===== src/shared/acs_pkg.sv =====
// shared constants, types and helpers of the converter sequencer
package acs_pkg;

  // register indices; byte address is four times the index
  localparam logic [7:0] CTL0_IDX = 8'h9D; // converter_control_0
  localparam logic [7:0] CTL1_IDX = 8'h9C; // converter_control_1
  localparam logic [7:0] RESH_IDX = 8'h9E; // result_high_byte
  localparam logic [7:0] RESL_IDX = 8'h9F; // result_low_byte
  localparam logic [7:0] FLAG_IDX = 8'h0C; // peripheral_flag_reg
  localparam logic [7:0] IEN_IDX  = 8'h8C; // peripheral_enable_reg

  // converter_control_0 fields
  localparam int ON_BIT  = 0; // converter_on
  localparam int GO_BIT  = 1; // go / busy
  localparam int CHAN_LSB = 2; // channel_sel[3:0]
  localparam int DIV_LSB = 6; // conv_clock_div_sel
  // converter_control_1 fields
  localparam int LDOSEL_BIT  = 0; // internal reference level select
  localparam int LDOEN_BIT   = 2; // internal reference enable
  localparam int CHAN4_BIT   = 6; // channel_sel[4]
  localparam int JUSTIFY_BIT = 7; // result_justify_sel
  // done flag and its enable share one bit position
  localparam int DONE_BIT = 6;

  // reset values
  localparam logic [7:0]  CTL0_RST = 8'h00;
  localparam logic [7:0]  CTL1_RST = 8'h00;
  localparam logic [7:0]  RES_RST  = 8'h00;
  localparam logic [11:0] SAR_RST  = 12'h000;

  // sequence timing, in conversion-clock periods
  localparam logic [5:0] PERIODS_TOTAL  = 6'h31; // 49 periods per conversion
  localparam logic [5:0] SAMPLE_PERIODS = 6'h24; // 36 periods of acquisition
  localparam logic [5:0] SAR_BITS       = 6'h0C; // 12 bit trials
  localparam logic [5:0] ABORT_PERIODS  = 6'h02; // wait after an abort

  // channel code that routes the fixed reference
  localparam logic [4:0] REF_CHANNEL = 5'h12;

  // sequencer states
  typedef enum logic [1:0] {st_idle, st_run, st_holdoff} acs_state_t;

  // system clocks per conversion-clock period
  function automatic logic [7:0] acs_divisor(input logic [1:0] sel);
    case (sel)
      2'h0:    acs_divisor = 8'h08;
      2'h1:    acs_divisor = 8'h10;
      2'h2:    acs_divisor = 8'h20;
      default: acs_divisor = 8'h80;
    endcase
  endfunction

endpackage


===== src/hw/acs_tad_divider.sv =====
// conversion-clock divider: one tick per bit period
`timescale 1ns/100ps
module acs_period_divider
  import acs_pkg::*;
(
  input  wire logic       i_clock,
  input  wire logic       i_reset,
  input  wire logic       i_run,     // count while high, restart when low
  input  wire logic [1:0] i_div_sel, // latched divide select
  output logic            o_tick     // last system clock of a period
);

  typedef struct packed {
    logic [7:0] count; // system clocks into current period
  } acs_div_t;

  acs_div_t r;      // registered state
  acs_div_t next_r; // next state

  // tick on the last cycle of each period
  assign o_tick = i_run && (r.count == acs_divisor(i_div_sel) - 8'h01);

  // counter restarts whenever idle, so the first period is a full one
  always_comb begin
    next_r = r;
    if (!i_run || o_tick) begin
      next_r.count = 8'h00;
    end else begin
      next_r.count = r.count + 8'h01;
    end
  end

  // state register
  always_ff @(posedge i_clock) begin
    if (i_reset) begin
      r <= '0;
    end else begin
      r <= next_r;
    end
  end
endmodule


===== src/hw/acs_top.sv =====
// converter sequencer: register file, bit-period sequencing, result formatting
`timescale 1ns/100ps
module acs_top
  import acs_pkg::*;
(
  input  wire logic        i_clock,
  input  wire logic        i_reset,
  input  wire logic        i_psel,
  input  wire logic        i_penable,
  input  wire logic        i_pwrite,
  input  wire logic [11:0] i_paddr,
  input  wire logic [31:0] i_pwdata,
  output logic [31:0]      o_prdata,
  output logic             o_pready,
  output logic             o_pslverr,
  input  wire logic        i_sleep,        // device in sleep mode
  input  wire logic        i_comp_high,    // input at or above trial code
  output logic             o_converter_on, // analog power
  output logic             o_sample,       // sample-and-hold tracking
  output logic [4:0]       o_channel_sel,  // mux select
  output logic             o_ref_to_sh,    // fixed reference routed
  output logic [11:0]      o_dac_code,     // trial code to the comparator
  output logic             o_ref_ldo_en,   // internal reference enable
  output logic             o_ref_ldo_sel,  // internal reference level
  output logic             o_peripheral_irq
);

  // all state of the block
  typedef struct packed {
    acs_state_t  state;   // sequencer state
    logic        on;      // converter_on
    logic        go;      // go / busy bit
    logic [4:0]  chan;    // channel_sel
    logic [1:0]  div_sel; // conv_clock_div_sel as written
    logic [1:0]  run_div; // divide select frozen for this conversion
    logic        justify; // result_justify_sel
    logic        ldo_en;  // internal reference enable
    logic        ldo_sel; // internal reference level
    logic [5:0]  period;  // bit periods elapsed
    logic [11:0] sar;     // approximation register
    logic [7:0]  res_hi;  // result_high_byte
    logic [7:0]  res_lo;  // result_low_byte
    logic        done;    // conversion_done_flag
    logic        irq_en;  // conversion_irq_enable
    logic [31:0] rdata;   // read data captured in setup phase
  } acs_regs_t;

  acs_regs_t r;      // registered state
  acs_regs_t next_r; // next state
  logic      tick;   // end of a bit period

  // bus phase decode
  logic       setup;    // first cycle of a transfer
  logic       access;   // second cycle, always ready
  logic       wr_en;    // write takes effect now
  logic [7:0] idx;      // word index of the address
  logic       mapped;   // address hits a register
  logic       complete; // final period of a conversion ends
  logic [5:0] bit_pos;  // trial bit of the current period

  assign setup  = i_psel && !i_penable;
  assign access = i_psel && i_penable;
  assign wr_en  = access && i_pwrite && mapped;
  assign idx    = i_paddr[9:2];
  assign mapped = (i_paddr[11:10] == 2'h0) && (i_paddr[1:0] == 2'h0) &&
                  (idx == CTL0_IDX || idx == CTL1_IDX || idx == RESH_IDX ||
                   idx == RESL_IDX || idx == FLAG_IDX || idx == IEN_IDX);
  assign complete = (r.state == st_run) && tick && (r.period == PERIODS_TOTAL - 6'h01);
  assign bit_pos  = 6'h0B - (r.period - SAMPLE_PERIODS);

  // the slave never inserts wait states; unmapped words answer an error
  assign o_pready  = access;
  assign o_pslverr = access && !mapped;
  assign o_prdata  = r.rdata;

  // analog side
  assign o_converter_on = r.on;
  assign o_channel_sel  = r.chan;
  assign o_ref_to_sh    = (r.chan == REF_CHANNEL);
  assign o_dac_code     = r.sar;
  assign o_ref_ldo_en   = r.ldo_en;
  assign o_ref_ldo_sel  = r.ldo_sel;
  // tracking runs while idle and in the acquisition part; off during abort wait
  assign o_sample = r.on && !i_sleep &&
                    (r.state == st_idle || (r.state == st_run && r.period < SAMPLE_PERIODS));
  assign o_peripheral_irq = r.done && r.irq_en;

  // bit-period divider runs only while a sequence is active
  acs_period_divider u_div (
    .i_clock   (i_clock),
    .i_reset   (i_reset),
    .i_run     (r.state != st_idle),
    .i_div_sel (r.run_div),
    .o_tick    (tick)
  );

  // next-state logic: bus writes first, hardware events override
  always_comb begin
    next_r = r;
    // read data is taken in the setup cycle so it comes from a flop
    if (setup && !i_pwrite) begin
      next_r.rdata = 32'h0000_0000;
      case (idx)
        CTL0_IDX: next_r.rdata[7:0] = {r.div_sel, r.chan[3:0], r.go, r.on};
        CTL1_IDX: next_r.rdata[7:0] = {r.justify, r.chan[4], 3'h0, r.ldo_en, 1'h0, r.ldo_sel};
        RESH_IDX: next_r.rdata[7:0] = r.res_hi;
        RESL_IDX: next_r.rdata[7:0] = r.res_lo;
        FLAG_IDX: next_r.rdata[DONE_BIT] = r.done;
        IEN_IDX:  next_r.rdata[DONE_BIT] = r.irq_en;
        default:  next_r.rdata = 32'h0000_0000;
      endcase
    end
    // register writes
    if (wr_en) begin
      case (idx)
        CTL0_IDX: begin
          next_r.div_sel  = i_pwdata[DIV_LSB +: 2];
          next_r.chan[3:0] = i_pwdata[CHAN_LSB +: 4];
          next_r.on        = i_pwdata[ON_BIT];
          if (r.state == st_idle) begin
            // start only if already on before this write
            if (i_pwdata[GO_BIT] && r.on && i_pwdata[ON_BIT] && !i_sleep) begin
              next_r.go      = 1'b1;
              next_r.state   = st_run;
              next_r.period  = 6'h00;
              next_r.run_div = i_pwdata[DIV_LSB +: 2];
              next_r.sar     = SAR_RST;
            end
          end else if (r.state == st_run && !i_pwdata[GO_BIT] && !complete) begin
            // software abort: result bytes untouched
            next_r.go     = 1'b0;
            next_r.state  = st_holdoff;
            next_r.period = 6'h00;
          end
          // a go write while running does not restart it; div_sel, chan[3:0] and on still take the written values
        end
        CTL1_IDX: begin
          next_r.justify = i_pwdata[JUSTIFY_BIT];
          next_r.chan[4] = i_pwdata[CHAN4_BIT];
          next_r.ldo_en  = i_pwdata[LDOEN_BIT];
          next_r.ldo_sel = i_pwdata[LDOSEL_BIT];
        end
        FLAG_IDX: next_r.done   = i_pwdata[DONE_BIT];
        IEN_IDX:  next_r.irq_en = i_pwdata[DONE_BIT];
        default:  next_r.on     = next_r.on; // result bytes are read only
      endcase
    end
    // sequencer
    case (r.state)
      st_idle: begin
        next_r.period = next_r.period;
      end
      st_run: begin
        if (tick) begin
          next_r.period = r.period + 6'h01;
          if (r.period == SAMPLE_PERIODS - 6'h01) begin
            // hold taken; first trial sets the top bit
            next_r.sar = 12'h800;
          end else if (r.period >= SAMPLE_PERIODS && r.period < SAMPLE_PERIODS + SAR_BITS) begin
            // keep or drop the trial bit, then try the next one
            next_r.sar[bit_pos[3:0]] = i_comp_high;
            if (bit_pos != 6'h00) begin
              next_r.sar[bit_pos[3:0] - 4'h1] = 1'b1;
            end
          end
        end
        if (complete) begin
          // completion: clear go, set flag, load result
          next_r.go     = 1'b0;
          next_r.state  = st_idle;
          next_r.period = 6'h00;
          next_r.done   = 1'b1;
          if (r.justify) begin
            // right aligned, top ten bits kept
            next_r.res_hi = {6'h00, r.sar[11:10]};
            next_r.res_lo = r.sar[9:2];
          end else begin
            // left aligned, all twelve bits
            next_r.res_hi = r.sar[11:4];
            next_r.res_lo = {r.sar[3:0], 4'h0};
          end
        end
      end
      st_holdoff: begin
        // two idle periods before tracking resumes by itself
        if (tick) begin
          next_r.period = r.period + 6'h01;
          if (r.period == ABORT_PERIODS - 6'h01) begin
            next_r.state  = st_idle;
            next_r.period = 6'h00;
          end
        end
      end
      default: begin
        next_r.state = st_idle;
      end
    endcase
    // turning off or entering sleep ends any sequence at once
    if (!next_r.on || i_sleep) begin
      next_r.state  = st_idle;
      next_r.go     = 1'b0;
      next_r.period = 6'h00;
    end
  end

  // state register; reset returns every control bit
  always_ff @(posedge i_clock) begin
    if (i_reset) begin
      r         <= '0;
      r.state   <= st_idle;
      r.on      <= CTL0_RST[ON_BIT];
      r.go      <= CTL0_RST[GO_BIT];
      r.res_hi  <= RES_RST;
      r.res_lo  <= RES_RST;
      r.justify <= CTL1_RST[JUSTIFY_BIT];
      r.sar     <= SAR_RST;
    end else begin
      r <= next_r;
    end
  end

  // helper: system cycles since entering the run state
  logic [13:0] run_cycles;
  always_ff @(posedge i_clock) begin
    if (i_reset || r.state != st_run) begin
      run_cycles <= 14'h0000;
    end else begin
      run_cycles <= run_cycles + 14'h0001;
    end
  end
endmodule


===== config.mk =====
export PLATFORM = sky130hd
export DESIGN_NAME = acs_top
export DESIGN_NICKNAME = d
export VERILOG_FILES = /design/src/shared/acs_pkg.sv /design/src/hw/acs_tad_divider.sv /design/src/hw/acs_top.sv
export SDC_FILE = /design/constraint.sdc
export NUM_CORES = 1
export LEC_CHECK = 0
export ABC_AREA = 1
export ABC_CLOCK_PERIOD_IN_PS = 2300
export BUFFER_PORTS_ARGS = -buffer_cell sky130_fd_sc_hd__buf_2
export CAP_MARGIN = 0
export CORE_ASPECT_RATIO = 2
export CORE_MARGIN = 3
export CORE_UTILIZATION = 54
export CTS_CLUSTER_SIZE = 8
export DETAILED_ROUTE_END_ITERATION = 6
export GPL_TIMING_DRIVEN = 0
export HOLD_SLACK_MARGIN = 0.12
export PLACE_DENSITY = 0.81
export SETUP_SLACK_MARGIN = 0.02
export SLEW_MARGIN = 20
export SYNTH_ARGS = -nofsm -noshare
export SYNTH_HDL_FRONTEND = slang
export SYNTH_SLANG_ARGS = --single-unit

===== constraint.sdc =====
create_clock -name i_clock -period 2.3 [get_ports i_clock]
set_input_delay 0.46 -clock i_clock [delete_from_list [all_inputs] [get_ports i_clock]]
set_output_delay 0.46 -clock i_clock [all_outputs]
set_load 0.03 [all_outputs]

==> results.md, run 1 <==
- Outcome: finished clean
- Residual DRC count: 0
- Cell Int Power: 2.10 mW
- Synth unique cells: 44
- Detailed Route Iter0 Violations: 284
- Total gr overflow: 0
- Critical Path RT: 1.84 ns
- Postcts setup bufs: 0
- Placed inst area: 0.00471 mm^2
- Via/cell ratio: 5.27
- Tcrit/Tclk final: 94.4%
- Die height: 131 um
- Drt wl/cell: 13.7 um
- Num ports: 108
- TritonCTS Buffers: 9
- Layout cells sized above 1: 23.7%
- CP top delay family: buffers and inverters
- Initial core utilization: 55.5%
- Core Util, Final: 66.2%
- Synth Register Bits: 68
- Final min period: 2.17 ns
- Post-layout power: 2.74 mW
- Max IR drop VDD: 417 uV
- PortBufs: 59
- Critical Path End Type: output port
- Clock transition at path regs: 0.06 ns
- Final hold viol count: 0
- Global-route wire length before repair: 17200 um
- Power density over the cells: 544 mW/mm^2
- PnR worst setup slack: 0.128 ns
- Final HPWL DP: 8680 um
- Critical path's slowest cell: dfxtp_2
- Core area: 0.00760 mm^2
- Skew final: 0.00434 ns
- Largest net degree at the start of global routing: 13
- Leakage power: 2.36 nW
- Post-synthesis sequential area ratio: 32.3%
- Number of max-cap violations: 0
- Final Instance Area: 0.00503 mm^2
- Bufs and invs on worst path: 3
- CTS tree: yes
- TritonRoute pass-1 iters: 6
- Setup WS pre-CTS: 0.0874 ns
- Post-Syn Area: 0.00422 mm^2
- CTS-repair resized insts: 1
- Area Overhead vs Synth: 19.4%
- Sw Ratio: 23.2%
- Clock root buffer master: clkbuf_16
- Vias in the first global route: 3925
- Most frequent cells in the layout: 108 x nand2_1, 83 x inv_1, 66 x dfxtp_1
- Switching power total: 0.637 mW
- Mean post-synth cell area: 6.90 um^2
- Antenna Nets Post-Route: 0
- Setup violators final: 0
- H-Tree Level Count: 3
- Std cell rows: 45
- Sequential Power Share: 43.0%
- Gate Count Post-Synth: 611
- Routability congestion estimate: 0.917
- CP peak stage delay: 0.34 ns
- Hold crit path type: primary input to flip-flop
- Gate power share: 6.4%
- Fmax: 460 MHz
- Worst Max-Slew Pin Slew: 1.11 ns
- Final Net Count: 763
- Most common cell after layout, fill and taps aside: nand2_1
- Via Count: 4228
- Kind of critical path: flip-flop to output port
- Routed WL: 11000 um
- Clk buf depth: 2
- Total GRT Usage: 25.3%
- Clock power share: 50.5%
- DIE AREA: 0.00897 mm^2
- Cell Chain, Critical Path: inv_1, nor2_1, inv_1, nor2_4, a21oi_1, a21oi_1, nor3_1, buf_4
- Ys Warns: 0
- Max-slew violation count: 0
- Critical path arrival: 1.71 ns
- Ant. Diodes: 0
- Crit Path Max Fanout: 5
- Die Width: 68.5 um
- CTS Sinks: 68
- Nature of the critical path startpoint: flip-flop
- Initial antenna violation count: 0
- Cts hold-fix bufs: 0
- Worst-Skew Late Latency: 0.33 ns
- Rel. slew slack: 25.3%
- RSZ-0062 raised after global routing: true
power by group through the flow:
stage          Sequential [mW]  Clock [mW]  Combinational, mW
6_report                  1.18        1.38              0.176
4_1_cts                   1.18        1.40              0.174
5_1_grt                   1.18        1.45              0.191
3_3_place_gp              1.20           0              0.171
3_5_place_dp              1.20           0              0.173
2_1_floorplan             1.20           0              0.129
registers in the layout, summed over array words and instances, names as in the netlist:
register and count:
u_div.r 8, o_ref_ldo_en 1, r 32, o_dac_code 12, o_converter_on 1, o_ref_ldo_sel 1, o_channel_sel 5, o_prdata 8
final timing paths:
check | start | to | slack [ns] | cells after the start
worst min register to register | u_div.r[0]$_SDFF_PP0_ | u_div.r[0]$_SDFF_PP0_ | 0.45 | 1
worst max-delay path | r[67]$_SDFF_PP0_ | o_sample | 0.13 | 8
worst max register to register | r[83]$_SDFF_PP0_ | r[64]$_SDFF_PP0_ | 0.19 | 12
worst min-delay path | i_pwdata[2] | o_ref_ldo_en$_SDFFE_PP0P_ | 0.39 | 3
metal layers:
layer | global-route usage (%) | wire length (um) | up-vias
met5 | 0 | 0 | -
met4 | 14.9 | 558 | 0
met3 | 4.11 | 533 | 41
met2 | 49.5 | 6250 | 164
met1 | 22.5 | 3660 | 1921
li1 | - | - | 2102
layout make-up:
cell class	instances	area, um^2
multi-input combinational	413	2170
clock inverter	6	63.8
sequential	68	1360
clock buffer	10	239
tap	94	118
buffer	63	445
timing repair buffer	59	298
fill	682	2570
inverter	89	337
cell families (layout without fill, tap and decap cells):
kind of cell	after synthesis	count (layout)	synth area share [%]
AO/OA/AOI/OAI	125	125	17.8
XOR/XNOR	8	8	1.66
adder cells (fa/ha/maj)	9	9	2.67
buffers and inverters	153	227	18.6
flip-flops	68	68	32.3
other	1	24	0.0890
AND/OR/NAND/NOR	247	247	27.0
worst register-to-register path: stages (launching register included):
cell	delay [ns]
dfxtp_1	0.33
inv_1	0.10
ha_1	0.23
inv_1	0.12
nor3_1	0.19
nand3_1	0.09
nor2_1	0.14
nand4_2	0.25
buf_4	0.29
nand3_1	0.10
nand2_1	0.06
nand2_1	0.07
inv_1	0.03
through the flow:
step	TNS, ns	std cells	hold WS, ns
3_5_place_dp	0	787	0.443
4_1_cts	0	802	0.382
5_1_grt	-0.00171	802	0.410
6_report	0	802	0.391
3_3_place_gp	0	787	0.427
2_1_floorplan	0	634	0.418
synthesized netlist by cell type, drive strengths merged:
master   count  share of area, %
o21bai       2              0.36
nand3b       1              0.18
nand2      111                10
a211oi       8               2.4
a21boi       1              0.18
o21ai       50               6.0
ha           9               2.7
nor4         1              0.30
o221ai       2              0.42
a31oi        6              0.89
o21a         1              0.18
buf         58                10
a22oi        6               1.1
xor2         6               1.2
a221oi       2              0.42
or2          1              0.15
xnor2        2              0.42
clkbuf       6              0.53
a21oi       41               4.9
nand4        6               1.0
nor2        72               7.6
nor3        14               1.8
inv         89               8.0
o22ai        4              0.59
nand3       41               5.8
dfxtp       68                32
o211ai       1              0.18
conb         1             0.089
o2111ai      1              0.21
Note: power is estimated with default switching activity, not from simulation.
==> inputs of run 2 (changes only) <==
CELL_PAD_IN_SITES_DETAIL_PLACEMENT = 0   (was default)
CELL_PAD_IN_SITES_GLOBAL_PLACEMENT = 1   (was default)
CORE_UTILIZATION = 38   (was 54)
PLACE_DENSITY = default   (was 0.81)
PLACE_DENSITY_LB_ADDON = 0.1   (was default)
RECOVER_POWER = 25   (was default)
==> results.md, run 2 (synthesized netlist as in run 1, its figures left out) <==
- Max reg flops: 32 (unchanged)
- Global-route wire length before repair: 19000 um (+10%)
- PortBufs: 59 (unchanged)
- Num ports: 108 (unchanged)
- TritonCTS Buffers: 9 (unchanged)
- Hold crit path type: primary input to flip-flop
- Area taken by multi-input logic gates: 0.00218 mm^2 (+0.46%)
- Die Width: 80.5 um (+18%)
- Clock root buffer master: clkbuf_16
- Core area: 0.0107 mm^2 (+40%)
- Largest net degree at the start of global routing: 15 (+2)
- Detailed Route Iter0 Violations: 135 (-52%)
- Sequential Power Share: 42.5% (-0.5 points)
- Std cell rows: 53 (+18%)
- Initial antenna violation count: 0 (unchanged)
- Clock transition at path regs: 0.06 ns (about the same)
- DIE AREA: 0.0125 mm^2 (+39%)
- Final hold viol count: 0 (unchanged)
- Die height: 155 um (+18%)
- Via/cell ratio: 4.80 (-8.9%)
- Residual DRC count: 0 (unchanged)
- Register Area: 0.00136 mm^2 (about the same)
- Worst Max-Slew Pin Slew: 0.721 ns (-0.391 ns)
- Initial core utilization: 39.5% (-16 points)
- RSZ-0062 raised after global routing: false
- CTS Sinks: 68 (unchanged)
- Kind of critical path: flip-flop to output port
- Max-slew violation count: 0 (unchanged)
- Total gr overflow: 0 (unchanged)
- Critical Path RT: 1.84 ns (about the same)
- Power density over the cells: 546 mW/mm^2 (+0.38%)
- Most frequent cells in the layout: 108 x nand2_1, 83 x inv_1, 67 x dfxtp_1
- TritonRoute pass-1 iters: 4 (-2)
- CTS tree: yes
- Leakage power: 2.26 nW (-4.3%)
- Max IR drop VDD: 354 uV (-15%)
- Rel. slew slack: 51.6% (+26 points)
- Setup violators final: 0 (unchanged)
- Post-Layout Cell Count: 845 (+5.4%)
- Largest Register: r
- Vias in the first global route: 3970 (+1.1%)
- Final min period: 2.17 ns (-0.00453 ns)
- R2R setup slack: 0.23 ns (+0.04 ns)
- Clock power share: 51.1% (+0.6 points)
- Final Net Count: 763 (unchanged)
- Nature of the critical path startpoint: flip-flop
- Number of max-cap violations: 0 (unchanged)
- # fillers: 1155 (+69%)
- Tcrit/Tclk final: 94.3% (-0.20 points)
- Ant. Diodes: 0 (unchanged)
- Total GRT Usage: 19.8% (-5.5 points)
- R2R depth: 10 (-2)
- H-Tree Level Count: 3 (unchanged)
- Most common cell after layout, fill and taps aside: nand2_1
- Area Overhead vs Synth: 20.3%
- R2r endpoint: r[72]$_SDFFE_PP0P_
- Setup crit end: o_sample
- Critical Path End Type: output port
- Crit Path Max Fanout: 5 (unchanged)
- Worst hold margin: 0.385 ns (-0.00623 ns)
- Switching power total: 0.681 mW (+7.0%)
- Via Count: 4059 (-4.0%)
- Crit path launch: r[67]$_SDFF_PP0_
- Critical path arrival: 1.71 ns (about the same)
- Worst-Skew Late Latency: 0.34 ns (about the same)
- Layout cells sized above 1: 20.3% (-3.4 points)
- Routed WL: 11900 um (+7.8%)
- Critical R2R Launch: r[82]$_SDFF_PP0_
- Cell Int Power: 2.09 mW (-0.61%)
- Antenna Nets Post-Route: 0 (unchanged)
- Fin Setup TNS: 0 ns (unchanged)
- Setup WS pre-CTS: 0.0114 ns (-0.0760 ns)
- Clk buf depth: 2 (unchanged)
- Fmax: 461 MHz (+0.21%)
- Routability congestion estimate: 0.902 (-1.6%)
- Dpl cells: 830 (+5.5%)
- Drt wl/cell: 14.0 um (+2.3%)
- Sw Ratio: 24.6% (+1.3 points)
- Cts hold-fix bufs: 0 (unchanged)
- Final HPWL DP: 9450 um (+8.9%)
- Outcome: finished clean
- Gate power share: 6.4% (about the same)
- PnR worst setup slack: 0.132 ns (+0.00453 ns)
- Skew final: 0.00624 ns (+0.00190 ns)
## run 2: changes by cell type in the layout (fill, tap and decap cells not counted), sizes merged
cell,change
clkbuf,+24
buf,-25
clkinvlp,-2
clkinv,+1
inv,+2
## run 2: worst min-delay path by stage
stage	depth (start not counted)	slack, ns	from	endpoint
floorplan	1	0.42	u_div.r[0]$_SDFF_PP0_	u_div.r[0]$_SDFF_PP0_
global placement	1	0.43	u_div.r[0]$_SDFF_PP0_	u_div.r[0]$_SDFF_PP0_
detailed placement	1	0.44	u_div.r[0]$_SDFF_PP0_	u_div.r[0]$_SDFF_PP0_
CTS	3	0.38	i_pwdata[4]	o_channel_sel[2]$_SDFFE_PP0P_
global route	3	0.43	i_pwdata[3]	o_channel_sel[1]$_SDFFE_PP0P_
finish	3	0.38	i_pwdata[2]	o_ref_ldo_en$_SDFFE_PP0P_
## run 2: layer usage
| metal | track usage [%] | up-vias | routed length [um] | share of wire, % |
|---|---|---|---|---|
| li1 | - | 2099 | - | - |
| met1 | 19.6 | 1837 | 4310 | 36 |
| met2 | 38.4 | 94 | 6660 | 56 |
| met3 | 2.55 | 29 | 397 | 3.3 |
| met4 | 9.83 | 0 | 492 | 4.1 |
| met5 | 0 | - | 0 | 0 |
## run 2: timing repair
| item | CTS | global route |
|---|---|---|
| resized for setup | 4 | 6 |
| setup endpoints to repair | 1 | 4 |
| setup buffers | 0 | 0 |
## run 2: cell type report
type,instances,share of cell area [%]
Buffer,63,8.83
Clock buffer,9,4.44
Clock inverter,7,1.63
Inverter,89,6.64
Multi-Input combinational cell,413,43.0
Sequential cell,68,26.9
Tap cell,137,3.38
Timing Repair Buffer,59,5.25
## run 2: stage by stage
| stage | util (%) | power [mW] | cell area [um^2] |
|---|---|---|---|
| 6_report | 47.5 | 2.77 | 5070 |
| 5_1_grt | 47.5 | 2.88 | 5070 |
| 4_1_cts | 47.7 | 2.81 | 5090 |
| 3_5_place_dp | 44.7 | 1.38 | 4770 |
| 3_3_place_gp | 44.7 | 1.38 | 4770 |
| 2_1_floorplan | - | 1.33 | 4300 |
## run 2: power groups by stage
stage	Clock [mW]	Combinational, mW	Sequential (mW)
3_5_place_dp	0	0.175	1.20
2_1_floorplan	0	0.129	1.20
3_3_place_gp	0	0.174	1.20
5_1_grt	1.51	0.191	1.18
6_report	1.42	0.177	1.18
4_1_cts	1.46	0.176	1.18
## run 2: critical path: stages (launching register included)
cell and delay, ns:
dfxtp_1 0.39, inv_1 0.08, nor2_1 0.13, inv_1 0.13, nor2_4 0.14, a21oi_1 0.07
a21oi_1 0.18, nor3_2 0.07, buf_4 0.17
